[config.mk]
export PLATFORM = sky130hd
export DESIGN_NAME = scbc_top
export DESIGN_NICKNAME = d
export VERILOG_FILES = /design/src/rtl/scbc_pkg.sv /design/src/rtl/scbc_clk_if.sv /design/src/rtl/scbc_osc.sv /design/src/rtl/scbc_clkgen.sv /design/src/rtl/scbc_top.sv
export VERILOG_INCLUDE_DIRS = /design/src /design/src/rtl
export SDC_FILE = /design/constraint.sdc
export NUM_CORES = 1
export LEC_CHECK = 0
export BUFFER_PORTS_ARGS = -buffer_cell sky130_fd_sc_hd__buf_2
export CORE_UTILIZATION = 50
export CTS_BUF_LIST = sky130_fd_sc_hd__clkbuf_8
export CTS_CLUSTER_SIZE = 20
export DETAILED_ROUTE_END_ITERATION = 12
export PLACE_DENSITY = 0.83
export SLEW_MARGIN = 20
export SYNTH_ARGS = -nofsm -noshare
export SYNTH_HDL_FRONTEND = slang
export SYNTH_SLANG_ARGS = --single-unit
[constraint.sdc]
create_clock -name sys_clk -period 9 [get_ports sys_clk]
set_clock_uncertainty 0.15 [all_clocks]
set_input_delay 0 -clock sys_clk [delete_from_list [all_inputs] [get_ports sys_clk]]
set_output_delay 0 -clock sys_clk [all_outputs]
set_load 0.01 [all_outputs]
[src/rtl/scbc_map.svh]
`ifndef SCBC_MAP_SVH
`define SCBC_MAP_SVH

// Register word offsets (byte address bits 3:2)
`define SCBC_ADR_CLKMD      2'h0
`define SCBC_ADR_TRIM       2'h1
`define SCBC_ADR_STATUS     2'h2

// Clock mode register fields
`define SCBC_CLKMD_FAST_EN  4
`define SCBC_CLKMD_SLOW_EN  2
`define SCBC_CLKMD_SEL_HI   7
`define SCBC_CLKMD_SEL_LO   5
`define SCBC_CLKMD_SEL_B3   3

// Clock mode encodings
`define SCBC_MODE_DIV2      8'h34
`define SCBC_MODE_DIV4      8'h14
`define SCBC_MODE_DIV8      8'h3c
`define SCBC_MODE_DIV16     8'h1c
`define SCBC_MODE_DIV32     8'h7c
`define SCBC_MODE_SLOW      8'he4
`define SCBC_KEY_DIV2       4'h2
`define SCBC_KEY_DIV4       4'h0
`define SCBC_KEY_DIV8       4'h3
`define SCBC_KEY_DIV16      4'h1
`define SCBC_KEY_DIV32      4'h7
`define SCBC_KEY_DIV64      4'hd
`define SCBC_KEY_SLOW_A     4'he
`define SCBC_KEY_SLOW_B     4'hf

// Reset values of the clock mode and trim registers without calibration
`define SCBC_CLKMD_RST_SLOW 8'hf4
`define SCBC_CLKMD_RST_FAST 8'hd4
`define SCBC_TRIM_RST       8'h6d

// Divider exponents (ratio = 2**n)
`define SCBC_LOG_DIV2       3'h1
`define SCBC_LOG_DIV4       3'h2
`define SCBC_LOG_DIV8       3'h3
`define SCBC_LOG_DIV16      3'h4
`define SCBC_LOG_DIV32      3'h5
`define SCBC_LOG_DIV64      3'h6

// Boot delays in slow-oscillator cycles
`define SCBC_BOOT_FAST_CYC  12'h020
`define SCBC_BOOT_SLOW_CYC  12'h800

// Oscillator models: 16-bit phase step per 200 MHz cycle
`define SCBC_FAST_STEP_BASE 16'h11ec
`define SCBC_FAST_STEP_MUL  16'h0006
`define SCBC_SLOW_STEP      16'h0026
// Slow model ticks on every half cycle so that the undivided clock gets both edges
`define SCBC_SLOW_HALF_STEP 16'h004c

// Status bits
`define SCBC_ST_BOOT_DONE   0
`define SCBC_ST_CALIBRATED  1
`define SCBC_ST_WDT_EN      2
`define SCBC_ST_FAST_ON     3
`define SCBC_ST_SLOW_ON     4
`define SCBC_ST_SRC_SLOW    5
`define SCBC_ST_CLK_LEVEL   6

`endif

[src/rtl/scbc_pkg.sv]
package scbc_pkg;

  typedef enum logic [2:0] {
    SCBC_WAIT_STRAP = 3'h1,
    SCBC_BOOTING    = 3'h2,
    SCBC_RUNNING    = 3'h4
  } scbc_state_type;

  typedef struct packed {
    logic       use_slow;
    logic [2:0] div_log;
  } scbc_sel_type;

endpackage

[src/rtl/scbc_clk_if.sv]
`timescale 1ns/1ps
interface scbc_clk_if;
  logic                 fast_tick;
  logic                 slow_tick;
  scbc_pkg::scbc_sel_type want_sel;
  logic                 applied_slow;
  logic                 clk_out;

  modport ctrl (output fast_tick, output slow_tick, output want_sel, input applied_slow, input clk_out);
  modport gen  (input fast_tick, input slow_tick, input want_sel, output applied_slow, output clk_out);
endinterface

[src/rtl/scbc_osc.sv]
`timescale 1ns/1ps
// Behavioural RC oscillator: a phase accumulator that pulses on carry
module scbc_osc (
  // Clock and reset
  input  wire logic        clk,
  input  wire logic        rst_n,
  // Control
  input  wire logic        enable,
  input  wire logic [15:0] step,
  // Tick out
  output logic             tick
);
  logic [15:0] phase_reg;
  logic [16:0] sum;

  assign sum = {1'b0, phase_reg} + {1'b0, step};

  always_ff @(posedge clk or negedge rst_n) begin
    if (!rst_n) begin
      phase_reg <= 16'h0000;
      tick      <= 1'b0;
    end else begin
      phase_reg <= enable ? sum[15:0] : phase_reg;
      tick      <= enable & sum[16];
    end
  end
endmodule

[src/rtl/scbc_clkgen.sv]
`timescale 1ns/1ps
// Divides the selected oscillator; a new selection is taken only at the
// rising edge that ends a whole period, so no pulse is ever cut short.
module scbc_clkgen (
  // Clock and reset
  input  wire logic clk,
  input  wire logic rst_n,
  // Link to controller
  scbc_clk_if.gen   cif
);
  scbc_pkg::scbc_sel_type applied_reg;
  logic [4:0]             cnt_reg;
  logic                   level_reg;
  logic                   src_tick;
  logic [4:0]             half_limit;

  assign src_tick   = applied_reg.use_slow ? cif.slow_tick : cif.fast_tick;
  assign half_limit = applied_reg.use_slow ? 5'h00 : 5'((6'h01 << (applied_reg.div_log - 3'h1)) - 6'h01);

  always_ff @(posedge clk or negedge rst_n) begin
    if (!rst_n) begin
      applied_reg <= '0;
      cnt_reg     <= 5'h00;
      level_reg   <= 1'b0;
    end else if (src_tick) begin
      if (cnt_reg == half_limit) begin
        cnt_reg   <= 5'h00;
        level_reg <= ~level_reg;
        if (!level_reg) begin
          applied_reg <= cif.want_sel;
        end
      end else begin
        cnt_reg <= cnt_reg + 5'h01;
      end
    end
  end

  assign cif.clk_out      = level_reg;
  assign cif.applied_slow = applied_reg.use_slow;
endmodule

[src/rtl/scbc_top.sv]
// Implementation choices: the Wishbone register port and the placing of the registers.
`timescale 1ns/1ps
`include "scbc_map.svh"
module scbc_top (
  // Clock and reset
  input  wire logic        sys_clk,
  input  wire logic        nrst,
  // Wishbone slave
  input  wire logic        wb_cyc_i,
  input  wire logic        wb_stb_i,
  input  wire logic        wb_we_i,
  input  wire logic [7:0]  wb_adr_i,
  input  wire logic [3:0]  wb_sel_i,
  input  wire logic [31:0] wb_dat_i,
  output logic [31:0]      wb_dat_o,
  output logic             wb_ack_o,
  // Boot-time options, held on pins
  input  wire logic        boot_fast,
  input  wire logic        calibration_directive_valid,
  input  wire logic [7:0]  calibration_directive_mode,
  input  wire logic [7:0]  calibration_directive_trim,
  // Device outputs
  output logic             system_clock_select,
  output logic             program_run,
  output logic             watchdog_enable,
  output logic             fast_rc_oscillator_on,
  output logic             slow_rc_oscillator_on,
  output logic [7:0]       fast_trim,
  output logic             port_a_bit5_oe
);

  // Reset release
  logic rst_meta_reg;
  logic rst_n;

  always_ff @(posedge sys_clk or negedge nrst) begin
    if (!nrst) begin
      rst_meta_reg <= 1'b0;
      rst_n        <= 1'b0;
    end else begin
      rst_meta_reg <= 1'b1;
      rst_n        <= rst_meta_reg;
    end
  end

  // Pin synchronisers: three stages, settled once stages two and three agree
  logic [17:0] pin_raw;
  logic [17:0] pin_s1_reg;
  logic [17:0] pin_s2_reg;
  logic [17:0] pin_s3_reg;
  // Stages hold reset zeros until filled; agreement before that means nothing
  logic [2:0]  pin_fill_reg;
  logic        pins_settled;

  assign pin_raw = {boot_fast, calibration_directive_valid, calibration_directive_mode, calibration_directive_trim};

  always_ff @(posedge sys_clk or negedge rst_n) begin
    if (!rst_n) begin
      pin_s1_reg <= 18'h00000;
      pin_s2_reg <= 18'h00000;
      pin_s3_reg <= 18'h00000;
      pin_fill_reg <= 3'h0;
    end else begin
      pin_fill_reg <= {pin_fill_reg[1:0], 1'b1};
      pin_s1_reg <= pin_raw;
      pin_s2_reg <= pin_s1_reg;
      pin_s3_reg <= pin_s2_reg;
    end
  end

  assign pins_settled = pin_fill_reg[2] && (pin_s2_reg == pin_s3_reg);

  // Mode decode for the generator request; the status view reads the generator's applied source
  function automatic scbc_pkg::scbc_sel_type decode_mode(input logic [7:0] mode);
    logic [3:0]             key;
    scbc_pkg::scbc_sel_type sel;
    key          = {mode[`SCBC_CLKMD_SEL_HI:`SCBC_CLKMD_SEL_LO], mode[`SCBC_CLKMD_SEL_B3]};
    sel.use_slow = 1'b0;
    sel.div_log  = `SCBC_LOG_DIV64;
    case (key)
      `SCBC_KEY_DIV2:   sel.div_log = `SCBC_LOG_DIV2;
      `SCBC_KEY_DIV4:   sel.div_log = `SCBC_LOG_DIV4;
      `SCBC_KEY_DIV8:   sel.div_log = `SCBC_LOG_DIV8;
      `SCBC_KEY_DIV16:  sel.div_log = `SCBC_LOG_DIV16;
      `SCBC_KEY_DIV32:  sel.div_log = `SCBC_LOG_DIV32;
      `SCBC_KEY_SLOW_A: sel.use_slow = 1'b1;
      `SCBC_KEY_SLOW_B: sel.use_slow = 1'b1;
      default:          sel.div_log = `SCBC_LOG_DIV64;
    endcase
    return sel;
  endfunction

  // Boot sequencer state
  scbc_pkg::scbc_state_type state_reg;
  scbc_pkg::scbc_state_type state_next;
  logic [11:0]              boot_cnt_reg;
  logic                     boot_fast_reg;
  logic                     cal_valid_reg;
  logic [7:0]               cal_mode_reg;
  logic [7:0]               cal_trim_reg;
  logic [7:0]               clkmd_reg;
  logic [7:0]               clkmd_next;
  logic [7:0]               trim_reg;
  logic [7:0]               trim_next;
  logic                     calibrated_reg;
  logic                     wdt_reg;
  logic                     wdt_next;
  logic                     booting;
  logic                     running;
  logic                     boot_limit_hit;
  logic [11:0]              boot_limit;
  logic                     strap_take;
  logic [7:0]               strap_clkmd;
  logic                     slow_half_reg;
  logic                     slow_cycle;

  // Wishbone decode
  logic       wb_req;
  logic       wb_wr;
  logic [1:0] wb_word;
  logic       wb_hit_clkmd;
  logic       wb_hit_trim;
  logic       wb_hit_status;
  logic       wr_clkmd;
  logic       wr_trim;
  logic [7:0] status_byte;
  logic [7:0] rd_byte;
  logic       wb_ack_next;

  // Oscillator and generator link
  scbc_clk_if cif ();
  logic        fast_en;
  logic        slow_en;
  logic [15:0] fast_step;

  assign booting    = (state_reg == scbc_pkg::SCBC_BOOTING);
  assign running    = (state_reg == scbc_pkg::SCBC_RUNNING);
  assign strap_take = (state_reg == scbc_pkg::SCBC_WAIT_STRAP) && pins_settled;

  // Strap values come from settled stages only
  assign strap_clkmd = pin_s3_reg[17] ? `SCBC_CLKMD_RST_FAST : `SCBC_CLKMD_RST_SLOW;

  assign boot_limit     = boot_fast_reg ? `SCBC_BOOT_FAST_CYC : `SCBC_BOOT_SLOW_CYC;
  // Slow ticks mark half cycles; every second one ends a whole slow cycle
  assign slow_cycle     = cif.slow_tick & slow_half_reg;
  assign boot_limit_hit = booting && slow_cycle && (boot_cnt_reg == boot_limit - 12'h001);

  always_comb begin
    state_next = state_reg;
    case (state_reg)
      scbc_pkg::SCBC_WAIT_STRAP: begin
        if (pins_settled) begin
          state_next = scbc_pkg::SCBC_BOOTING;
        end
      end
      scbc_pkg::SCBC_BOOTING: begin
        if (boot_limit_hit) begin
          state_next = scbc_pkg::SCBC_RUNNING;
        end
      end
      scbc_pkg::SCBC_RUNNING: begin
        state_next = scbc_pkg::SCBC_RUNNING;
      end
      default: begin
        state_next = scbc_pkg::SCBC_WAIT_STRAP;
      end
    endcase
  end

  assign wb_req        = wb_cyc_i & wb_stb_i & ~wb_ack_o;
  assign wb_wr         = wb_req & wb_we_i & wb_sel_i[0];
  assign wb_word       = wb_adr_i[3:2];
  assign wb_hit_clkmd  = (wb_adr_i[7:4] == 4'h0) && (wb_word == `SCBC_ADR_CLKMD);
  assign wb_hit_trim   = (wb_adr_i[7:4] == 4'h0) && (wb_word == `SCBC_ADR_TRIM);
  assign wb_hit_status = (wb_adr_i[7:4] == 4'h0) && (wb_word == `SCBC_ADR_STATUS);
  // No software runs before boot ends, so earlier writes are dropped
  assign wr_clkmd      = wb_wr & wb_hit_clkmd & running;
  assign wr_trim       = wb_wr & wb_hit_trim & running;

  // Next values of the mode, trim and watchdog registers
  always_comb begin
    clkmd_next = clkmd_reg;
    trim_next  = trim_reg;
    wdt_next   = wdt_reg;
    if (strap_take) begin
      clkmd_next = strap_clkmd;
    end else if (boot_limit_hit) begin
      if (cal_valid_reg) begin
        clkmd_next = cal_mode_reg;
        trim_next  = cal_trim_reg;
        wdt_next   = 1'b0;
      end else begin
        wdt_next   = 1'b1;
      end
    end else begin
      if (wr_clkmd) begin
        clkmd_next = wb_dat_i[7:0];
      end
      if (wr_trim) begin
        trim_next = wb_dat_i[7:0];
      end
    end
  end

  always_ff @(posedge sys_clk or negedge rst_n) begin
    if (!rst_n) begin
      state_reg <= scbc_pkg::SCBC_WAIT_STRAP;
      clkmd_reg <= `SCBC_CLKMD_RST_SLOW;
      trim_reg  <= `SCBC_TRIM_RST;
      wdt_reg   <= 1'b1;
    end else begin
      state_reg <= state_next;
      clkmd_reg <= clkmd_next;
      trim_reg  <= trim_next;
      wdt_reg   <= wdt_next;
    end
  end

  // Straps are captured after reset release, once settled
  always_ff @(posedge sys_clk or negedge rst_n) begin
    if (!rst_n) begin
      boot_fast_reg  <= 1'b0;
      cal_valid_reg  <= 1'b0;
      cal_mode_reg   <= 8'h00;
      cal_trim_reg   <= 8'h00;
      calibrated_reg <= 1'b0;
      boot_cnt_reg   <= 12'h000;
      slow_half_reg  <= 1'b0;
    end else begin
      slow_half_reg <= slow_half_reg ^ cif.slow_tick;
      if (strap_take) begin
        boot_fast_reg <= pin_s3_reg[17];
        cal_valid_reg <= pin_s3_reg[16];
        cal_mode_reg  <= pin_s3_reg[15:8];
        cal_trim_reg  <= pin_s3_reg[7:0];
      end
      if (booting && slow_cycle) begin
        boot_cnt_reg <= boot_cnt_reg + 12'h001;
      end
      if (boot_limit_hit) begin
        calibrated_reg <= cal_valid_reg;
      end
    end
  end

  // Oscillator enables: both forced on until boot has finished
  assign fast_en = ~running | clkmd_reg[`SCBC_CLKMD_FAST_EN];
  assign slow_en = ~running | clkmd_reg[`SCBC_CLKMD_SLOW_EN];

  // Trim steps the fast oscillator from about 14 MHz upward past 18 MHz
  assign fast_step = `SCBC_FAST_STEP_BASE + 16'(trim_reg) * `SCBC_FAST_STEP_MUL;

  scbc_osc u_fast_osc (
    .clk    (sys_clk),
    .rst_n  (rst_n),
    .enable (fast_en),
    .step   (fast_step),
    .tick   (cif.fast_tick)
  );

  scbc_osc u_slow_osc (
    .clk    (sys_clk),
    .rst_n  (rst_n),
    .enable (slow_en),
    .step   (`SCBC_SLOW_HALF_STEP),
    .tick   (cif.slow_tick)
  );

  assign cif.want_sel = decode_mode(clkmd_reg);

  // is software's duty: the generator waits on the old source for its swap edge
  scbc_clkgen u_clkgen (
    .clk   (sys_clk),
    .rst_n (rst_n),
    .cif   (cif)
  );

  // Register read view
  assign status_byte = {1'b0,
                        cif.clk_out,
                        cif.applied_slow,
                        slow_en,
                        fast_en,
                        wdt_reg,
                        calibrated_reg,
                        running};

  assign rd_byte = wb_hit_clkmd  ? clkmd_reg :
                   wb_hit_trim   ? trim_reg :
                   wb_hit_status ? status_byte : 8'h00;

  assign wb_ack_next = wb_req;

  always_ff @(posedge sys_clk or negedge rst_n) begin
    if (!rst_n) begin
      wb_ack_o <= 1'b0;
      wb_dat_o <= 32'h00000000;
    end else begin
      wb_ack_o <= wb_ack_next;
      wb_dat_o <= wb_req ? {24'h000000, rd_byte} : 32'h00000000;
    end
  end

  // Output flops
  always_ff @(posedge sys_clk or negedge rst_n) begin
    if (!rst_n) begin
      system_clock_select   <= 1'b0;
      program_run           <= 1'b0;
      watchdog_enable       <= 1'b0;
      fast_rc_oscillator_on <= 1'b0;
      slow_rc_oscillator_on <= 1'b0;
      fast_trim             <= `SCBC_TRIM_RST;
      port_a_bit5_oe        <= 1'b0;
    end else begin
      system_clock_select   <= cif.clk_out;
      program_run           <= running;
      watchdog_enable       <= wdt_reg & running;
      fast_rc_oscillator_on <= fast_en;
      slow_rc_oscillator_on <= slow_en;
      fast_trim             <= trim_reg;
      port_a_bit5_oe        <= 1'b0;
    end
  end

endmodule

==> reports/metrics.cfg <==
[cts]
cts_resized = 0
cts_buffers = 17
cts.path.max_buffers = 2
path_clk_slew_ps = 90
cts.sinks = 174
cts_tree = built
clock_latency_ps = 450
clock-root-buffer = clkbuf_8
htreeDepth = 4

[power_and_ir_drop]
power.density_nw_per_um2 = 148
power.leakage_nw = 4.37
p_total_mw = 1.34
peakVddDrop_mv = 0.153

[synth]
synth_mux_area_share_pct = 5.59
synth_compound_area_share_pct = 9.23
syn_avg_cell_area_um2 = 11.5
yosysWarnings = 0
synth_ff_type = dfrtp_1
yosys.area.top_type = dfrtp_1
synth_edf_count = 0
synthAdderAreaFrac_pct = 6.09
synth.area.top_cells = dfrtp_1 50%, dfstp_2 5.7%, ha_1 5.6%, xnor2_1 4.7%, mux2_2 3.0%
synth-simple-area-share_pct = 11.2
ys_types = 62
synth_top_area_share_pct = 50.0
syn-cell-area_um2 = 7850
netlist_instances = 683
seq_area_frac_synth_pct = 55.7
ys_seq_elements = 174
synth-xor-area-share_pct = 6.69
async_flop_share_pct = 100
synth_top_family_by_area = simple AND/OR/NAND/NOR gates

[detailed_routing]
dr_wl_met3_um = 476
wl_per_cell_um = 13.8
remaining_drc_errors = 0
wirelength_um = 13900
num_vias = 5065
wl_met1_um = 6540
first_iter_violations = 390
top_layer_used = met4
viasPerCell = 5.01
antenna_left = 0
wl_met2_um = 6820
dr.pass1.iters = 4

[hold_path]
hp-class = primary input to flop
worstHoldPathCells = 2

[final_layout]
fin_nets = 892
final_layout_size_suffix_gt1_share_pct = 18.3
diodes = 0
area_growth_pct = 15.1

[critical_path]
path_cells = ha_1 > fa_1 > a21o_1 > a21oi_1 > o21bai_1 > a21oi_1 > o21bai_1 > ha_1 > ha_1 > and3_1 > and3_1 > a21oi_1 > a211oi_1 > o211ai_1 > xnor2_1
cpPeakStageDelay_ps = 480
startpoint = trim_reg[1]
r2r_start = trim_reg[1]
crit_buf_inv = 0
r2r-end = u_fast_osc.phase_reg[15]
cp.depth = 15
critPathMaxFanout = 6
reg2reg_slack_ps = 5070
crit_path_end_kind = flop
r2r_cells = 15
cp_slowest_cell = dfrtp_1
cp.arrival_ps = 4110
crit_type = flop to flop
crit_path_end = u_fast_osc.phase_reg[15]
cp_top_family = compound AO/OA/AOI/OAI gates
cp-start-kind = flop
cp_data_required_time_ps = 9180

[place]
gp_congestion = 0.827
io_buffers = 59
dp_hpwl_um = 9640

[die]
dieArea_um2 = 16200
core_area_um2 = 15300
die_w_um = 127
initial_core_util_pct = 51.5
rows = 45
die_y_um = 127
ios = 114

[timing]
period_needed_ps = 3930
fin_setup_tns_ps = 0
worst_pin_slew_ps = 913
post-route-period-util_pct = 43.7
setup_viol = 0
max_freq_ghz = 0.254
slew_violations = 0
finalHoldViolations = 0
rsz0062_at_grt = false
slew_headroom_pct = 39.0

[grt]
grt_pass1_wl_um = 23700
grt_overflow_total = 0
grt_usage_pct = 18.9
grt_max_degree = 69
grt_pass1_vias = 4986
antenna_found_initial = 0

[status]
outcome = complete, no violations

[flow_run]
drv_cap = 0

worst reg2reg max path: stages, from the launching register on:
cell	delay, ps
dfrtp_1	480
ha_1	250
fa_1	400
a21o_1	180
a21oi_1	220
o21bai_1	100
a21oi_1	230
o21bai_1	120
ha_1	280
ha_1	350
and3_1	270
and3_1	180
a21oi_1	90
a211oi_1	250
o211ai_1	120
xnor2_1	160
cell usage in the layout (no fill, tap or decap), types with 3 or more instances in the layout:
cell           synthesis  layout
inv_6                  0       4
o22a_1                 4       4
nand2b_1               6       6
a211oi_1              11      11
inv_1                 41      42
nor3_1                16      16
o21a_1                 6       6
o211ai_1               3       3
nand2_1               47      47
nand4_1                9       9
clkinv_2               0       4
nand3_1                8       8
nand3b_1               3       3
conb_1                 2      27
a21oi_1               37      37
buf_4                 27       5
o21bai_1               4       4
mux2_2                21      21
nor2b_1                3       3
xnor2_1               42      42
nor4b_1                3       3
buf_2                  3      59
ha_1                  35      35
nor3b_1                4       4
o21ai_0               24      23
dfstp_2               17      17
mux2i_1               18      18
clkbuf_8               0      19
xor2_1                18      18
a21o_1                 5       5
dlygate4sd3_1          0      39
and3_1                 5       5
dfrtp_1              157     156
nor2_1                49      48
a2bb2oi_1              4       4
synth_stat cells, types with 16 or more instances:
cell type	n
nand2_1	47
a21oi_1	37
dfstp_2	17
mux2i_1	18
o21ai_0	24
xnor2_1	42
inv_1	41
buf_4	27
ha_1	35
dfrtp_1	157
nor3_1	16
mux2_2	21
nor2_1	49
xor2_1	18
layer usage:
metal	vias to the layer above	global-route usage [%]
li1	2495	-
met2	97	30.8
met1	2467	25.1
met4	0	6.16
met5	-	0
met3	6	4.52
per-stage QoR:
stage	instance area (um^2)	util, %	setup WS, ps	hold WS [ps]	instances
final	9030	59.2	5070	39.1	1011
after global routing	9030	59.2	4760	7.60	1011
after CTS	9000	59.0	5080	1.16	1009
after detailed placement	8280	54.3	5110	-359	941
after global placement	8280	54.3	5160	-364	941
after floorplan	7950	-	3670	-446	708
how the worst min path moves through the flow:
stage	start	end	slack (ps)
floorplan	nrst	rst_meta_reg	-450
global placement	nrst	rst_meta_reg	-360
detailed placement	nrst	rst_meta_reg	-360
CTS	calibration_directive_trim[4]	pin_s1_reg[4]	1
global route	calibration_directive_trim[5]	pin_s1_reg[5]	8
finish	calibration_directive_trim[4]	pin_s1_reg[4]	40
logic make-up (layout without fill, tap and decap cells):
family,Yosys count,count (layout)
other,2,27
adder cells (fa/ha/maj),37,37
AO/OA/AOI/OAI,114,114
XOR/XNOR,60,60
flip-flops,174,174
buffers and inverters,83,175
multiplexers,41,41
AND/OR/NAND/NOR,172,172
final cells by class:
| cell class | instances | area, um^2 |
|---|---|---|
| repair buffers | 103 | 723 |
| clock inverters | 12 | 86.3 |
| well taps | 211 | 264 |
| flip-flops and latches | 174 | 4380 |
| clock buffers | 19 | 262 |
| fillers | 1221 | 6220 |
| multi-input cells | 451 | 3170 |
| inverters | 41 | 154 |
report_power, final:
group / switching (mW) / total [mW] / internal, mW / leakage [nW]
logic: 0.0276 / 0.0513 / 0.0236 / 2.02
clock network: 0.276 / 0.483 / 0.207 / 0.186
registers: 0.0114 / 0.807 / 0.795 / 2.16
total: 0.315 / 1.34 / 1.03 / 4.37
timing repair:
item                                   CTS  global route
hold buffers                            37             2
endpoints found under the hold margin   45             2
setup buffers                            0             0
(Power assumes the default switching activity.)
